==> src/lseir_pkg.sv <==
package lseir_pkg;

  // Register byte offsets
  localparam logic [7:0] OFS_LSU_ROUTE_HI_A      = 8'h00;
  localparam logic [7:0] OFS_LSU_ROUTE_HI_B      = 8'h04;
  localparam logic [7:0] OFS_LSU_ROUTE_HI_C      = 8'h08;
  localparam logic [7:0] OFS_SPECIAL_EVENT_ROUTE = 8'h0C;
  localparam logic [7:0] OFS_PORT_ERROR_ROUTE    = 8'h10;
  localparam logic [7:0] OFS_DECODE_BASE         = 8'h20;
  localparam logic [7:0] OFS_IRQ_STATUS          = 8'h40;
  localparam logic [7:0] OFS_IRQ_MASK            = 8'h44;

  // Field layout
  localparam int FIELD_W        = 4;
  localparam int NUM_DEST       = 8;
  localparam int NUM_LSU_HI     = 24;
  localparam int NUM_SPECIAL    = 3;
  localparam int NUM_PORT       = 4;
  localparam int NUM_COND       = 31;
  localparam int SPECIAL_BITS   = 12;
  localparam int PORT_BITS      = 16;
  localparam int COND_SPECIAL   = 24;
  localparam int COND_PORT      = 27;

  // Reset values
  localparam logic [31:0] RST_ROUTE = 32'h0000_0000;
  localparam logic [7:0]  RST_MASK  = 8'h00;

endpackage : lseir_pkg

==> src/lseir_route.sv <==
// Operation
// Register A holds eight 4-bit route fields for conditions 8..15, lowest nibble first, reset 0.
// Register B holds eight 4-bit route fields for conditions 16..23, lowest nibble first, reset 0.
// Register C holds eight 4-bit route fields for conditions 24..31, lowest nibble first, reset 0.
// Special event route bits 11:8 steer the logical layer error capture event.
// Special event route bits 7:4 steer the port-write-in request from any port.
// Special event route bits 3:0 steer the multicast event symbol; bits 31:12 read zero.
// Port error route nibbles steer port 0..3 errors upward from bit 0; bits 31:16 read zero.
// A decode bit shows a condition only when its field selects that destination, OR-ed.
// Field value n below 8 selects destination n; higher values route nowhere.
`timescale 1ns/1ps
`default_nettype none

module lseir_route #(
  parameter int NDEST = 8
) (
  // Clock, reset, enable
  input  wire logic        pclk,
  input  wire logic        presetn,
  input  wire logic        clk_en,
  // APB slave
  input  wire logic        psel,
  input  wire logic        penable,
  input  wire logic        pwrite,
  input  wire logic [7:0]  paddr,
  input  wire logic [31:0] pwdata,
  output logic      [31:0] prdata,
  output logic             pready,
  output logic             pslverr,
  // Condition inputs, same clock domain
  input  wire logic [23:0] lsu_cond,
  input  wire logic        mcast_evt,
  input  wire logic        pwrite_in_req,
  input  wire logic        llerr_capture,
  input  wire logic [3:0]  port_err,
  // Routed destinations
  output logic [NDEST-1:0] interrupt_destination,
  output logic             irq
);

  ////////////////////////////////////////////////////////////////////////////
  logic [31:0] lsu_route_hi_a_ff;
  logic [31:0] lsu_route_hi_b_ff;
  logic [31:0] lsu_route_hi_c_ff;
  logic [lseir_pkg::SPECIAL_BITS-1:0] special_event_route_ff;
  logic [lseir_pkg::PORT_BITS-1:0]    port_error_route_ff;
  logic [NDEST-1:0] irq_status_ff;
  logic [NDEST-1:0] irq_mask_ff;
  logic [NDEST-1:0] dest_prev_ff;
  logic [31:0]      decode_ff [NDEST];

  logic [lseir_pkg::NUM_COND-1:0] cond;
  logic [3:0]  cond_field [lseir_pkg::NUM_COND];
  logic [31:0] nxt_decode [NDEST];
  logic [NDEST-1:0] nxt_dest;
  logic [NDEST-1:0] dest_rise;
  logic [NDEST-1:0] nxt_status;
  logic [NDEST-1:0] nxt_mask;
  logic        nxt_irq;
  logic [31:0] nxt_prdata;
  logic        nxt_pslverr;
  logic        nxt_pready;
  logic        wr_acc;
  logic        rd_acc;

  // Write strobes, one per writable register
  logic        wr_route_a;
  logic        wr_route_b;
  logic        wr_route_c;
  logic        wr_special;
  logic        wr_port;
  logic        wr_status;
  logic        wr_mask;

  // Route field decode: destination d selected by field value
  function automatic logic route_hits(input logic [3:0] fld, input int d);
    route_hits = (fld[3] == 1'b0) && (int'(fld[2:0]) == d);
  endfunction : route_hits

  // Field of condition k across all route registers
  function automatic logic [3:0] field_of(input int k, input logic [95:0] load_store_unit,
                                          input logic [11:0] spc, input logic [15:0] prt);
    if (k < lseir_pkg::COND_SPECIAL) begin
      field_of = load_store_unit[k*4 +: 4];
    end else if (k < lseir_pkg::COND_PORT) begin
      field_of = spc[(k-lseir_pkg::COND_SPECIAL)*4 +: 4];
    end else begin
      field_of = prt[(k-lseir_pkg::COND_PORT)*4 +: 4];
    end
  endfunction : field_of

  // Address match shared by the write strobes
  function automatic logic addr_is(input logic [7:0] a, input logic [7:0] ofs);
    addr_is = (a == ofs);
  endfunction : addr_is

  assign cond   = {port_err, llerr_capture, pwrite_in_req, mcast_evt, lsu_cond};
  assign wr_acc = psel & penable & pwrite & clk_en;
  assign rd_acc = psel & ~penable & ~pwrite & clk_en;

  // A write lands only in the access phase, where pready is already high
  assign wr_route_a = wr_acc & addr_is(paddr, lseir_pkg::OFS_LSU_ROUTE_HI_A);
  assign wr_route_b = wr_acc & addr_is(paddr, lseir_pkg::OFS_LSU_ROUTE_HI_B);
  assign wr_route_c = wr_acc & addr_is(paddr, lseir_pkg::OFS_LSU_ROUTE_HI_C);
  assign wr_special = wr_acc & addr_is(paddr, lseir_pkg::OFS_SPECIAL_EVENT_ROUTE);
  assign wr_port    = wr_acc & addr_is(paddr, lseir_pkg::OFS_PORT_ERROR_ROUTE);
  assign wr_status  = wr_acc & addr_is(paddr, lseir_pkg::OFS_IRQ_STATUS);
  assign wr_mask    = wr_acc & addr_is(paddr, lseir_pkg::OFS_IRQ_MASK);

  ////////////////////////////////////////////////////////////////////////////
  // Route field of every condition, gathered once for all destinations
  always_comb begin
    for (int k = 0; k < lseir_pkg::NUM_COND; k++) begin
      cond_field[k] = field_of(k,
                               {lsu_route_hi_c_ff, lsu_route_hi_b_ff, lsu_route_hi_a_ff},
                               special_event_route_ff, port_error_route_ff);
    end
  end

  // Routing: decode bit k of destination d is condition k when routed there
  for (genvar d = 0; d < NDEST; d++) begin : g_dest
    always_comb begin
      nxt_decode[d] = 32'h0000_0000;
      for (int k = 0; k < lseir_pkg::NUM_COND; k++) begin
        nxt_decode[d][k] = cond[k] & route_hits(cond_field[k], d);
      end
    end

    // Decode word is read back over the bus
    always_ff @(posedge pclk or negedge presetn) begin
      if (!presetn) begin
        decode_ff[d] <= 32'h0000_0000;
      end else if (clk_en) begin
        decode_ff[d] <= nxt_decode[d];
      end
    end
  end : g_dest

  always_comb begin
    for (int d = 0; d < NDEST; d++) begin
      nxt_dest[d] = |nxt_decode[d];
    end
  end

  // Registered so the pins never see decode glitches
  always_ff @(posedge pclk or negedge presetn) begin
    if (!presetn) begin
      interrupt_destination <= '0;
    end else if (clk_en) begin
      interrupt_destination <= nxt_dest;
    end
  end

  ////////////////////////////////////////////////////////////////////////////
  // Route registers, one per word; reserved upper bits are never stored
  always_ff @(posedge pclk or negedge presetn) begin
    if (!presetn) begin
      lsu_route_hi_a_ff <= lseir_pkg::RST_ROUTE;
    end else if (wr_route_a) begin
      lsu_route_hi_a_ff <= pwdata;
    end
  end

  always_ff @(posedge pclk or negedge presetn) begin
    if (!presetn) begin
      lsu_route_hi_b_ff <= lseir_pkg::RST_ROUTE;
    end else if (wr_route_b) begin
      lsu_route_hi_b_ff <= pwdata;
    end
  end

  always_ff @(posedge pclk or negedge presetn) begin
    if (!presetn) begin
      lsu_route_hi_c_ff <= lseir_pkg::RST_ROUTE;
    end else if (wr_route_c) begin
      lsu_route_hi_c_ff <= pwdata;
    end
  end

  always_ff @(posedge pclk or negedge presetn) begin
    if (!presetn) begin
      special_event_route_ff <= lseir_pkg::RST_ROUTE[lseir_pkg::SPECIAL_BITS-1:0];
    end else if (wr_special) begin
      special_event_route_ff <= pwdata[lseir_pkg::SPECIAL_BITS-1:0];
    end
  end

  always_ff @(posedge pclk or negedge presetn) begin
    if (!presetn) begin
      port_error_route_ff <= lseir_pkg::RST_ROUTE[lseir_pkg::PORT_BITS-1:0];
    end else if (wr_port) begin
      port_error_route_ff <= pwdata[lseir_pkg::PORT_BITS-1:0];
    end
  end

  ////////////////////////////////////////////////////////////////////////////
  // Sticky status per destination, set on rising edge; set beats clear
  assign dest_rise = interrupt_destination & ~dest_prev_ff;

  always_comb begin
    nxt_status = irq_status_ff;
    if (wr_status) begin
      nxt_status = irq_status_ff & ~pwdata[NDEST-1:0];
    end
    nxt_status = nxt_status | dest_rise;
  end

  // Edge memory for the sticky set; frozen with everything else
  always_ff @(posedge pclk or negedge presetn) begin
    if (!presetn) begin
      dest_prev_ff <= '0;
    end else if (clk_en) begin
      dest_prev_ff <= interrupt_destination;
    end
  end

  always_ff @(posedge pclk or negedge presetn) begin
    if (!presetn) begin
      irq_status_ff <= '0;
    end else if (clk_en) begin
      irq_status_ff <= nxt_status;
    end
  end

  always_comb begin
    nxt_mask = irq_mask_ff;
    if (wr_mask) begin
      nxt_mask = pwdata[NDEST-1:0];
    end
  end

  always_ff @(posedge pclk or negedge presetn) begin
    if (!presetn) begin
      irq_mask_ff <= NDEST'(lseir_pkg::RST_MASK);
    end else if (clk_en) begin
      irq_mask_ff <= nxt_mask;
    end
  end

  // Built from next-state values so irq tracks status and mask together,
  // with no extra cycle of lag after a mask write
  assign nxt_irq = |(nxt_status & nxt_mask);

  always_ff @(posedge pclk or negedge presetn) begin
    if (!presetn) begin
      irq <= 1'b0;
    end else if (clk_en) begin
      irq <= nxt_irq;
    end
  end

  ////////////////////////////////////////////////////////////////////////////
  // APB read path; data registered in setup, one wait-free access phase
  always_comb begin
    nxt_prdata  = 32'h0000_0000;
    nxt_pslverr = 1'b0;
    if (paddr >= lseir_pkg::OFS_DECODE_BASE &&
        paddr < lseir_pkg::OFS_DECODE_BASE + 8'(NDEST*4) && paddr[1:0] == 2'b00) begin
      nxt_prdata = decode_ff[3'(paddr[4:2])];
    end else begin
      unique case (paddr)
        lseir_pkg::OFS_LSU_ROUTE_HI_A:      nxt_prdata = lsu_route_hi_a_ff;
        lseir_pkg::OFS_LSU_ROUTE_HI_B:      nxt_prdata = lsu_route_hi_b_ff;
        lseir_pkg::OFS_LSU_ROUTE_HI_C:      nxt_prdata = lsu_route_hi_c_ff;
        lseir_pkg::OFS_SPECIAL_EVENT_ROUTE: nxt_prdata = {20'h00000, special_event_route_ff};
        lseir_pkg::OFS_PORT_ERROR_ROUTE:    nxt_prdata = {16'h0000, port_error_route_ff};
        lseir_pkg::OFS_IRQ_STATUS:          nxt_prdata = 32'(irq_status_ff);
        lseir_pkg::OFS_IRQ_MASK:            nxt_prdata = 32'(irq_mask_ff);
        default:                            nxt_pslverr = 1'b1;
      endcase
    end
  end

  // Zero wait states: pready is registered in setup and marks the access phase.
  // Limitation: a master that stretches its access phase sees pready only once.
  assign nxt_pready = psel & ~penable;

  always_ff @(posedge pclk or negedge presetn) begin
    if (!presetn) begin
      pready <= 1'b0;
    end else if (clk_en) begin
      pready <= nxt_pready;
    end
  end

  // Unmapped or unaligned words answer with an error; writes there are dropped
  always_ff @(posedge pclk or negedge presetn) begin
    if (!presetn) begin
      pslverr <= 1'b0;
    end else if (clk_en) begin
      pslverr <= nxt_pready & nxt_pslverr;
    end
  end

  // Read data taken in setup and held until the next read
  always_ff @(posedge pclk or negedge presetn) begin
    if (!presetn) begin
      prdata <= 32'h0000_0000;
    end else if (rd_acc) begin
      prdata <= nxt_prdata;
    end
  end

endmodule : lseir_route

`default_nettype wire

==> config.mk <==
export PLATFORM = sky130hd
export DESIGN_NAME = lseir_route
export DESIGN_NICKNAME = d
export VERILOG_FILES = /design/src/lseir_pkg.sv /design/src/lseir_route.sv
export SDC_FILE = /design/constraint.sdc
export NUM_CORES = 1
export LEC_CHECK = 0
export BUFFER_PORTS_ARGS = -buffer_cell sky130_fd_sc_hd__buf_4
export CAP_MARGIN = 0
export CORE_UTILIZATION = 40
export CTS_CLUSTER_DIAMETER = 30
export CTS_CLUSTER_SIZE = 12
export DETAILED_ROUTE_END_ITERATION = 16
export GPL_TIMING_DRIVEN = 0
export PLACE_DENSITY = 0.59
export RECOVER_POWER = 25
export SETUP_SLACK_MARGIN = 0.15
export SYNTH_ARGS = -nofsm -noshare
export SYNTH_HDL_FRONTEND = slang
export SYNTH_SLANG_ARGS = --single-unit
==> constraint.sdc <==
create_clock -name pclk -period 2 [get_ports pclk]
set_clock_uncertainty 0.1 [all_clocks]
set_input_delay 0.3 -clock pclk [delete_from_list [all_inputs] [get_ports pclk]]
set_output_delay 0.3 -clock pclk [all_outputs]
set_load 0.02 [all_outputs]
* After elaboration in Yosys (flattened, before gate mapping) *
Index checks and enable logic that the tools add are counted.
Widths: inputs -> output; s select.

storage, ports and cells
  logic and storage cells = 851
  input port bits = 77
  output and inout port bits = 43
  flip-flop bits (word level) = 439

operators by class
  reduce and logical (&&, ||, !) cells = 293
  multiplexer cells = 9
  $lt $le $gt $ge = 3
  equal/unequal tests = 223
  bitwise gates (word level) = 302

operators with widths
  cell                number
  $eq 3x3->1 const B  124
  $and 1x1->1         262
  $logic_and 1x1->1   250
  $reduce_or 31->1    8
  $pmux 32 s7         1
  $eq 3x2->1 const B  62
  $bmux 32 s3         1
  $mux 32             3
  $eq 3x1->1 const B  31
  $logic_not 3->1     31
  $not 1->1           33
  $and 8x8->8         3
  $eq 8x4->1 const B  2
  $eq 8x7->1 const B  2
  $mux 8              2
  $not 8->8           2
  $eq 8x3->1 const B  1
  $eq 8x5->1 const B  1
  $ge 8x6->1 const B  1
  $logic_not 8->1     1
  $lt 8x7->1 const B  1
  $or 8x8->8          1
  $reduce_or 8->1     1
  $reduce_or 7->1     1
  4 further kinds     5

* Logic depth before layout (Yosys ltp) *
Gate-level depths: netlist of run 1.

  depth after elaboration = 8
  gate-level depth with buffers = 8
  mapped depth without buffers = 5

* Least setup slack after synthesis of run 1 *
Ideal clock, no wire load.

  kind = input -> register
  start point = input paddr[2]
  end point = register prdata[24]
  cell stages on the path = 6
  data required time = 1.781 ns
  path buffers = 2
  data arrival time = 1.975 ns
  setup time = 0.119 ns
  path slack = -0.194 ns
  cells stage by stage = buf_2 buf_1 mux4_2 mux2i_1 o221ai_1 o21a_1

on the way
  cells in the longest elaborated chain, start to end = 5
  elaborated cells on any way between the ends = 17
  those cells by class = order compare: 2; eq/ne: 6; mux: 5; bitwise: 1; reduce/logical: 3

ends and longest elaborated chain
  item                                                RTL line            source
  from (decl)                                         lseir_route.sv:25   input wire logic [7:0] paddr,
  branches (longest 4 deep; another with $ge 8x6->1)  --
  $mux 32 *                                           lseir_route.sv:257  if (paddr >= lseir_pkg::OFS_DECODE_BASE &&
  to (signal assigned)                                lseir_route.sv:300  prdata <= nxt_prdata;
  to (decl)                                           lseir_route.sv:27   output logic [31:0] prdata,

Mark *: on every way between the ends. The select of a mux whose other input is x is not followed.
A chain may end at the register's enable or synchronous reset.

* Final worst setup path of run 1 *
  start point = register decode_ff[128] (netlist name)
  end point = register prdata[0]

on the way
  cells in the longest elaborated chain, start to end = 4

ends and longest elaborated chain
  item                                        RTL line            source
  from (decl)                                 lseir_route.sv:50   logic [31:0] decode_ff [NDEST];
  from (signal, indexed assignment)           lseir_route.sv:134  decode_ff[d] <= nxt_decode[d];
  $bmux 32 s3                                 lseir_route.sv:259  nxt_prdata = decode_ff[3'(paddr[4:2])];
  $mux 32 (implied by the code) (2 in a row)  lseir_route.sv:259
  $mux 32                                     lseir_route.sv:257

Every way passes these cells. The select of a mux whose other input is x is not followed.

==> run metrics, run 1 <==
Detailed Route WL=approximately 92000 µm; Final Hold Fails=114; Mapped Area=roughly 22000 µm²; Critical-path top delay cell=a222oi_1; largest net degree at the start of global routing=between 100 and 150; ANT nets after route=0; Worst-path clk slew=0.04 ns; NetSw=between 0.006 and 0.007 W; Critical Path, Cell by Cell=mux4_2 > mux2_2 > a222oi_1 > a31oi_1; Netlist cell types=54; placed wire-length estimate=between 60000 and 70000 µm; Sink Count=between 400 and 500; setup violators final=3; WHS=-0.267 ns; status=finished, violations left; clock group share of total power=0.623; Avg WL per Cell=~32 µm; Worst VDD drop=~0.6 mV; Worst Max-Slew Pin Slew=1.10 ns; maximum clock insertion buffer count=3; Critical Path Fanout Max=2; area leader, netlist=dfrtp_1; std cell rows=85; Crit path required time=2.37 ns; number of synthesized flops with an enable pin=0; CP top delay family=compound AO/OA/AOI/OAI gates; #FFs+latches synth=about 440; initial antenna violation count=6; Synth Warn #=0; Final min period=2.38 ns; crit start category=flop; gpl congestion=around 1.1; Max Cap Viol=0; Switching Share=0.227; Die Span Y=about 240 µm; vias=between 15000 and 20000; drt initial violations=2356; Int Pwr=0.0233 W; commonest cells in the synthesized netlist=dfrtp_1, mux2_2, nor2_1; top_reg_cell synth=dfrtp_1; post-synth top area share=0.498; Net Count, Synth=roughly 1900; vias per inst=6.29; fill count=approximately 4400; Setup crit end kind=flop; Critical Setup Path Class=reg -> reg; Post-Layout Cell Count=2874; share of power burned in registers=0.308; CTS tree=done; initial core utilization=0.408; f_max=around 0.42 GHz; total congestion overflow=0; failing checks=negative hold slack, negative setup slack; CTS Hold Bufs=33; Worst EP arrival=between 2 and 3 ns; top-count cell post-synth=dfrtp_1; RSZ-0062 raised after global routing=true; period utilisation layout=1.19; Avg Inst Size Synth=between 10 and 15 µm²; core area=approximately 54000 µm²; DRT Pass-1 Iters=8; share of total power in combinational logic=0.068; GRT Total Usage=0.330; fraction of registers with async set/reset=1.00; Layout area overhead=36.5%; die width=between 200 and 250 µm; I/O Pins=120; Num CTS Buffers=between 100 and 150; P per Cell Area=about 1000 nW/µm²; Pleak=~14 nW; synthesized instance count=between 1500 and 2000; die area=56100 µm²; CTS root buffer=clkbuf_16; Worst Hold Class=in -> async; Slew Viols, Final=0; placed insts=2607; # DRC=0; H-tree depth=3; Placed Area=24100 µm²; final setup margin=-0.383 ns; synth top area cells=dfrtp_1, mux2_2, mux4_2; fin nets=between 2000 and 2500; first-pass GRT wire length=130000 µm; vias in the first global route=between 15000 and 20000; worst skew pair latency=approximately 0.64 ns; Port Buffer Count=~120; Buf/Inv on CP=0; sequential area share after synthesis=0.498; final instance area=roughly 30000 µm²; max_slew headroom=0.265; layout cells sized above 1=0.521; crit-path max cell delay=0.80 ns
==> cell type report <==
class / instances / area [µm²] / area share
Clock inverter: 56 / 842 / 0.0279
Tap cell: 696 / 871 / 0.0289
Timing Repair Buffer: 190 / 1650 / 0.0548
Buffer: 93 / 638 / 0.0212
Sequential cell: 439 / 11000 / 0.366
Clock buffer: 141 / 3070 / 0.102
Antenna cell: 1 / 2.50 / 0.0000830
Multi-Input combinational cell: 1247 / 12000 / 0.398
Inverter: 11 / 41.3 / 0.00137
==> cells by family (layout without fill, tap and decap cells) <==
logic type,count (synthesis),count (layout),share of synthesized area
and+or+nand+nor,595,595,0.144
muxes,518,518,0.293
DFF,439,439,0.498
AOI/OAI and AO/OA,134,134,0.0456
buffers and inverters,104,491,0.0191
other,0,1,0
==> through the flow <==
stage | TNS [ns] | setup WS (ns) | power, W | util
2_1_floorplan | -4.31 | -0.123 | 0.0103 | -
3_3_place_gp | -2086.79 | -4.01 | 0.0112 | 0.443
3_5_place_dp | -364.56 | -1.49 | 0.0113 | 0.445
4_1_cts | -0.397 | -0.376 | 0.0301 | 0.545
5_1_grt | -32.22 | -0.330 | 0.0308 | 0.557
6_report | -0.551 | -0.383 | 0.0301 | 0.557
==> power groups by stage <==
| stage | registers [W] | logic [W] | clock network, W |
|---|---|---|---|
| 4_1_cts | 0.00928 | 0.00200 | 0.0188 |
| 5_1_grt | 0.00930 | 0.00214 | 0.0193 |
| 3_5_place_dp | 0.00940 | 0.00185 | 0 |
| 3_3_place_gp | 0.00939 | 0.00181 | 0 |
| 2_1_floorplan | 0.00945 | 0.000809 | 0 |
| 6_report | 0.00929 | 0.00206 | 0.0188 |
==> worst register-to-register path, stage by stage, from the launching register on <==
cell,delay (ns)
dfrtp_1,0.37
mux4_2,0.48
mux2_2,0.28
a222oi_1,0.80
a31oi_1,0.19
==> state kept, by name, indices dropped and copies added, names as in the netlist <==
name,flops
pslverr,1
pready,1
dest_prev_ff,8
lsu_route_hi_a_ff,32
port_error_route_ff,16
interrupt_destination,8
lsu_route_hi_c_ff,32
special_event_route_ff,12
lsu_route_hi_b_ff,32
decode_ff,248
irq_status_ff,8
irq_mask_ff,8
prdata,32
irq,1
==> layer usage <==
layer | wire length [µm] | part of all wire | global-route usage
met3 | 9410 | 0.10 | 0.0906
met5 | 30 | 0.00032 | 0
met4 | 6180 | 0.067 | 0.194
met1 | 36400 | 0.39 | 0.430
met2 | 40400 | 0.44 | 0.491
==> what timing repair did <==
action                     in CTS  in global routing
resized for setup             229                176
setup endpoints to repair     377                229
setup buffers                  21                 15
pin swaps                      24                 31
hold endpoints to repair      247                114
==> path summary, 6_finish.rpt <==
path                                            startpoint  slack, ns                                end  cells after the start
worst min-delay path                               presetn      -0.27  lsu_route_hi_a_ff[12]$_DFFE_PN0P_                      2
worst max-delay path            decode_ff[128]$_DFFE_PN0P_      -0.38              prdata[0]$_DFFE_PN0P_                      4
worst min register to register      prdata[15]$_DFFE_PN0P_       0.38             prdata[15]$_DFFE_PN0P_                      2
min in group pclk                                   clk_en       0.03       irq_status_ff[3]$_DFFE_PN0P_                      4
worst max register to register  decode_ff[128]$_DFFE_PN0P_      -0.38              prdata[0]$_DFFE_PN0P_                      4
max in group asynchronous                          presetn       0.10  lsu_route_hi_b_ff[25]$_DFFE_PN0P_                      4
==> cell usage in the layout (no fill, tap or decap), types with 35 or more instances in the layout <==
cell	Yosys	routed
dfrtp_1	439	399
mux2_2	399	394
buf_4	1	153
nor2_1	207	145
clkbuf_16	0	109
nand2b_1	69	69
mux4_2	63	63
nor2_2	0	48
nand2_1	49	48
mux2i_1	55	43
dfrtp_2	0	40
clkbuf_2	0	35
Power figures use the tool's default switching activity.
==> inputs of run 2 (changes only) <==
==> constraint.sdc (replaced) <==
create_clock -name pclk -period 2 [get_ports pclk]
set_clock_uncertainty 0.1 [all_clocks]
set_input_delay 0.1 -clock pclk [delete_from_list [all_inputs] [get_ports pclk]]
set_output_delay 0.1 -clock pclk [all_outputs]
set_load 0.02 [all_outputs]
==> run 2 against run 1 <==
The flow still finishes with violations (negative hold slack, negative setup slack). Sequential power hardly changed. Critical path depth is the same. Final cell count increased by 1.7%. Global-route usage is 0.82 points higher. Critical endpoint unchanged. Highest routed layer unchanged.
==> run metrics, run 2 (synthesis results as in run 1) <==
f_max=0.407 GHz (-2.9%); Critical Setup Path Class=reg -> reg; std cell rows=85 (unchanged); Layout area overhead=37.2%; worst skew pair latency=0.65 ns (about the same); largest net degree at the start of global routing=114 (-1.7%); initial core utilization=0.408 (unchanged); Placed Area=24000 µm² (-0.41%); setup TNS=-0.481 ns (+0.0704 ns); CTS tree=done; max_slew headroom=0.00920 (-0.256); crit start category=flop; Worst VDD drop=0.680 mV (+12%); Avg WL per Cell=32.4 µm (+0.69%); placed wire-length estimate=70600 µm (+2.1%); dpl ws=-2.07 ns (-0.582 ns); Port Buffer Count=117 (unchanged); Setup crit end kind=flop; post-route core utilization=0.559 (+0.00273); Top reg by flops=decode_ff; final instance area=30300 µm² (+0.49%); vias in the first global route=18200 (+1.5%); P per Cell Area=997 nW/µm² (-0.18%); Num CTS Buffers=110 (+3.8%); first-pass GRT wire length=133000 µm (+1.9%); share of power burned in registers=0.307 (about the same); die area=56100 µm² (unchanged); Multi-input gate area=11900 µm² (-0.74%); Int Pwr=0.0232 W (-0.35%); FF-to-FF setup slack=-0.45 ns (-0.07 ns); clock group share of total power=0.624 (about the same); CTS root buffer=clkbuf_16; Worst EP arrival=2.83 ns (+0.08 ns); RR Endpoint=prdata[0]$_DFFE_PN0P_; failing checks=negative hold slack, negative setup slack; layout cells sized above 1=0.520 (-0.000918); Critical Path Fanout Max=2 (unchanged); die width=237 µm (unchanged); GRT Total Usage=0.338 (+0.00816); Crit path required time=2.37 ns (about the same); vias=18300 (+1.5%); total congestion overflow=0 (unchanged); WHS=-0.168 ns (+0.0989 ns); Worst Hold Class=in -> async; final setup margin=-0.454 ns (-0.0719 ns); period utilisation layout=1.23 (+0.0360); Pleak=13.7 nW (+0.92%); Slew Viols, Final=0 (unchanged); Sink Count=439 (unchanged); Reg area=11000 µm² (about the same); worst reg2reg startpoint=decode_ff[0]$_DFFE_PN0P_; Max Cap Viol=0 (unchanged); H-tree depth=3 (unchanged); Detailed Route WL=94700 µm (+2.4%); most frequent cells in the layout=mux2_2, dfrtp_1, buf_4; max reg flops=248 (unchanged); Worst Max-Slew Pin Slew=1.49 ns (+0.384 ns); Die Span Y=237 µm (unchanged); fin nets=2207 (+1.9%); status=finished, violations left; share of total power in combinational logic=0.069 (about the same); vias per inst=6.27 (-0.25%); gpl congestion=1.03 (-3.8%); core area=54100 µm² (unchanged); initial antenna violation count=2 (-4); ANT nets after route=0 (unchanged); RSZ-0062 raised after global routing=true; I/O Pins=120 (unchanged); NetSw=0.00702 W (+2.6%); R2R cell count=4 (unchanged); Final Hold Fails=55 (-52%); DRT Pass-1 Iters=8 (unchanged); drt initial violations=2320 (-1.5%); maximum clock insertion buffer count=3 (unchanged); fill count=4416 (-0.54%); most common cell after layout, fill and taps aside=mux2_2; Final min period=2.45 ns (+0.0719 ns); setup violators final=2 (-1); Switching Share=0.232 (+0.00507); # DRC=0 (unchanged); Worst-path clk slew=0.05 ns (about the same)
## run 2: worst max-delay path by stage
stage | end | startpoint
CTS | prdata[0]$_DFFE_PN0P_ | decode_ff[32]$_DFFE_PN0P_
global route | prdata[0]$_DFFE_PN0P_ | decode_ff[128]$_DFFE_PN0P_
global placement | prdata[25]$_DFFE_PN0P_ | presetn
finish | prdata[0]$_DFFE_PN0P_ | decode_ff[0]$_DFFE_PN0P_
floorplan | irq$_DFFE_PN0P_ | paddr[4]
detailed placement | prdata[13]$_DFFE_PN0P_ | paddr[3]
## run 2: critical path, stage by stage (launching register included)
cell and delay [ns]:
dfrtp_1 0.38, mux4_2 0.48, mux2_2 0.28, a222oi_1 0.90, a31oi_1 0.15
## run 2: cell type report
cell class,count,share of cell area
Antenna cell,1,0.0000826
Buffer,93,0.0181
Clock buffer,149,0.103
Clock inverter,60,0.0275
Inverter,11,0.00136
Multi-Input combinational cell,1247,0.393
Sequential cell,439,0.365
Tap cell,696,0.0288
Timing Repair Buffer,228,0.0639
## run 2: metrics by stage
step	cells	total power [W]
CTS	2878	0.0302
finish	2924	0.0302
detailed placement	2607	0.0113
floorplan	1790	0.0102
global route	2923	0.0309
global placement	2603	0.0112
## run 2: power groups by stage
stage	logic [W]	clock network (W)	registers [W]
after global routing	0.00215	0.0194	0.00930
after global placement	0.00180	0	0.00940
final	0.00207	0.0188	0.00928
after floorplan	0.000796	0	0.00945
after detailed placement	0.00185	0	0.00940
after CTS	0.00200	0.0189	0.00928
## run 2: per-layer routing
metal  share of wire  GRT usage  up-vias
met3            0.10     0.0936      275
met4           0.061      0.187        4
met2            0.44      0.499     1069
met5         0.00034          0        -
li1                -          -     7425
met1            0.40      0.448     9560
## run 2: repair_timing
action	in CTS	in global routing
endpoints found under the hold margin	291	82
hold buffers	40	7
resized for setup	249	147
pin swaps	26	50
setup buffers	22	38
endpoints found under the setup margin	331	150
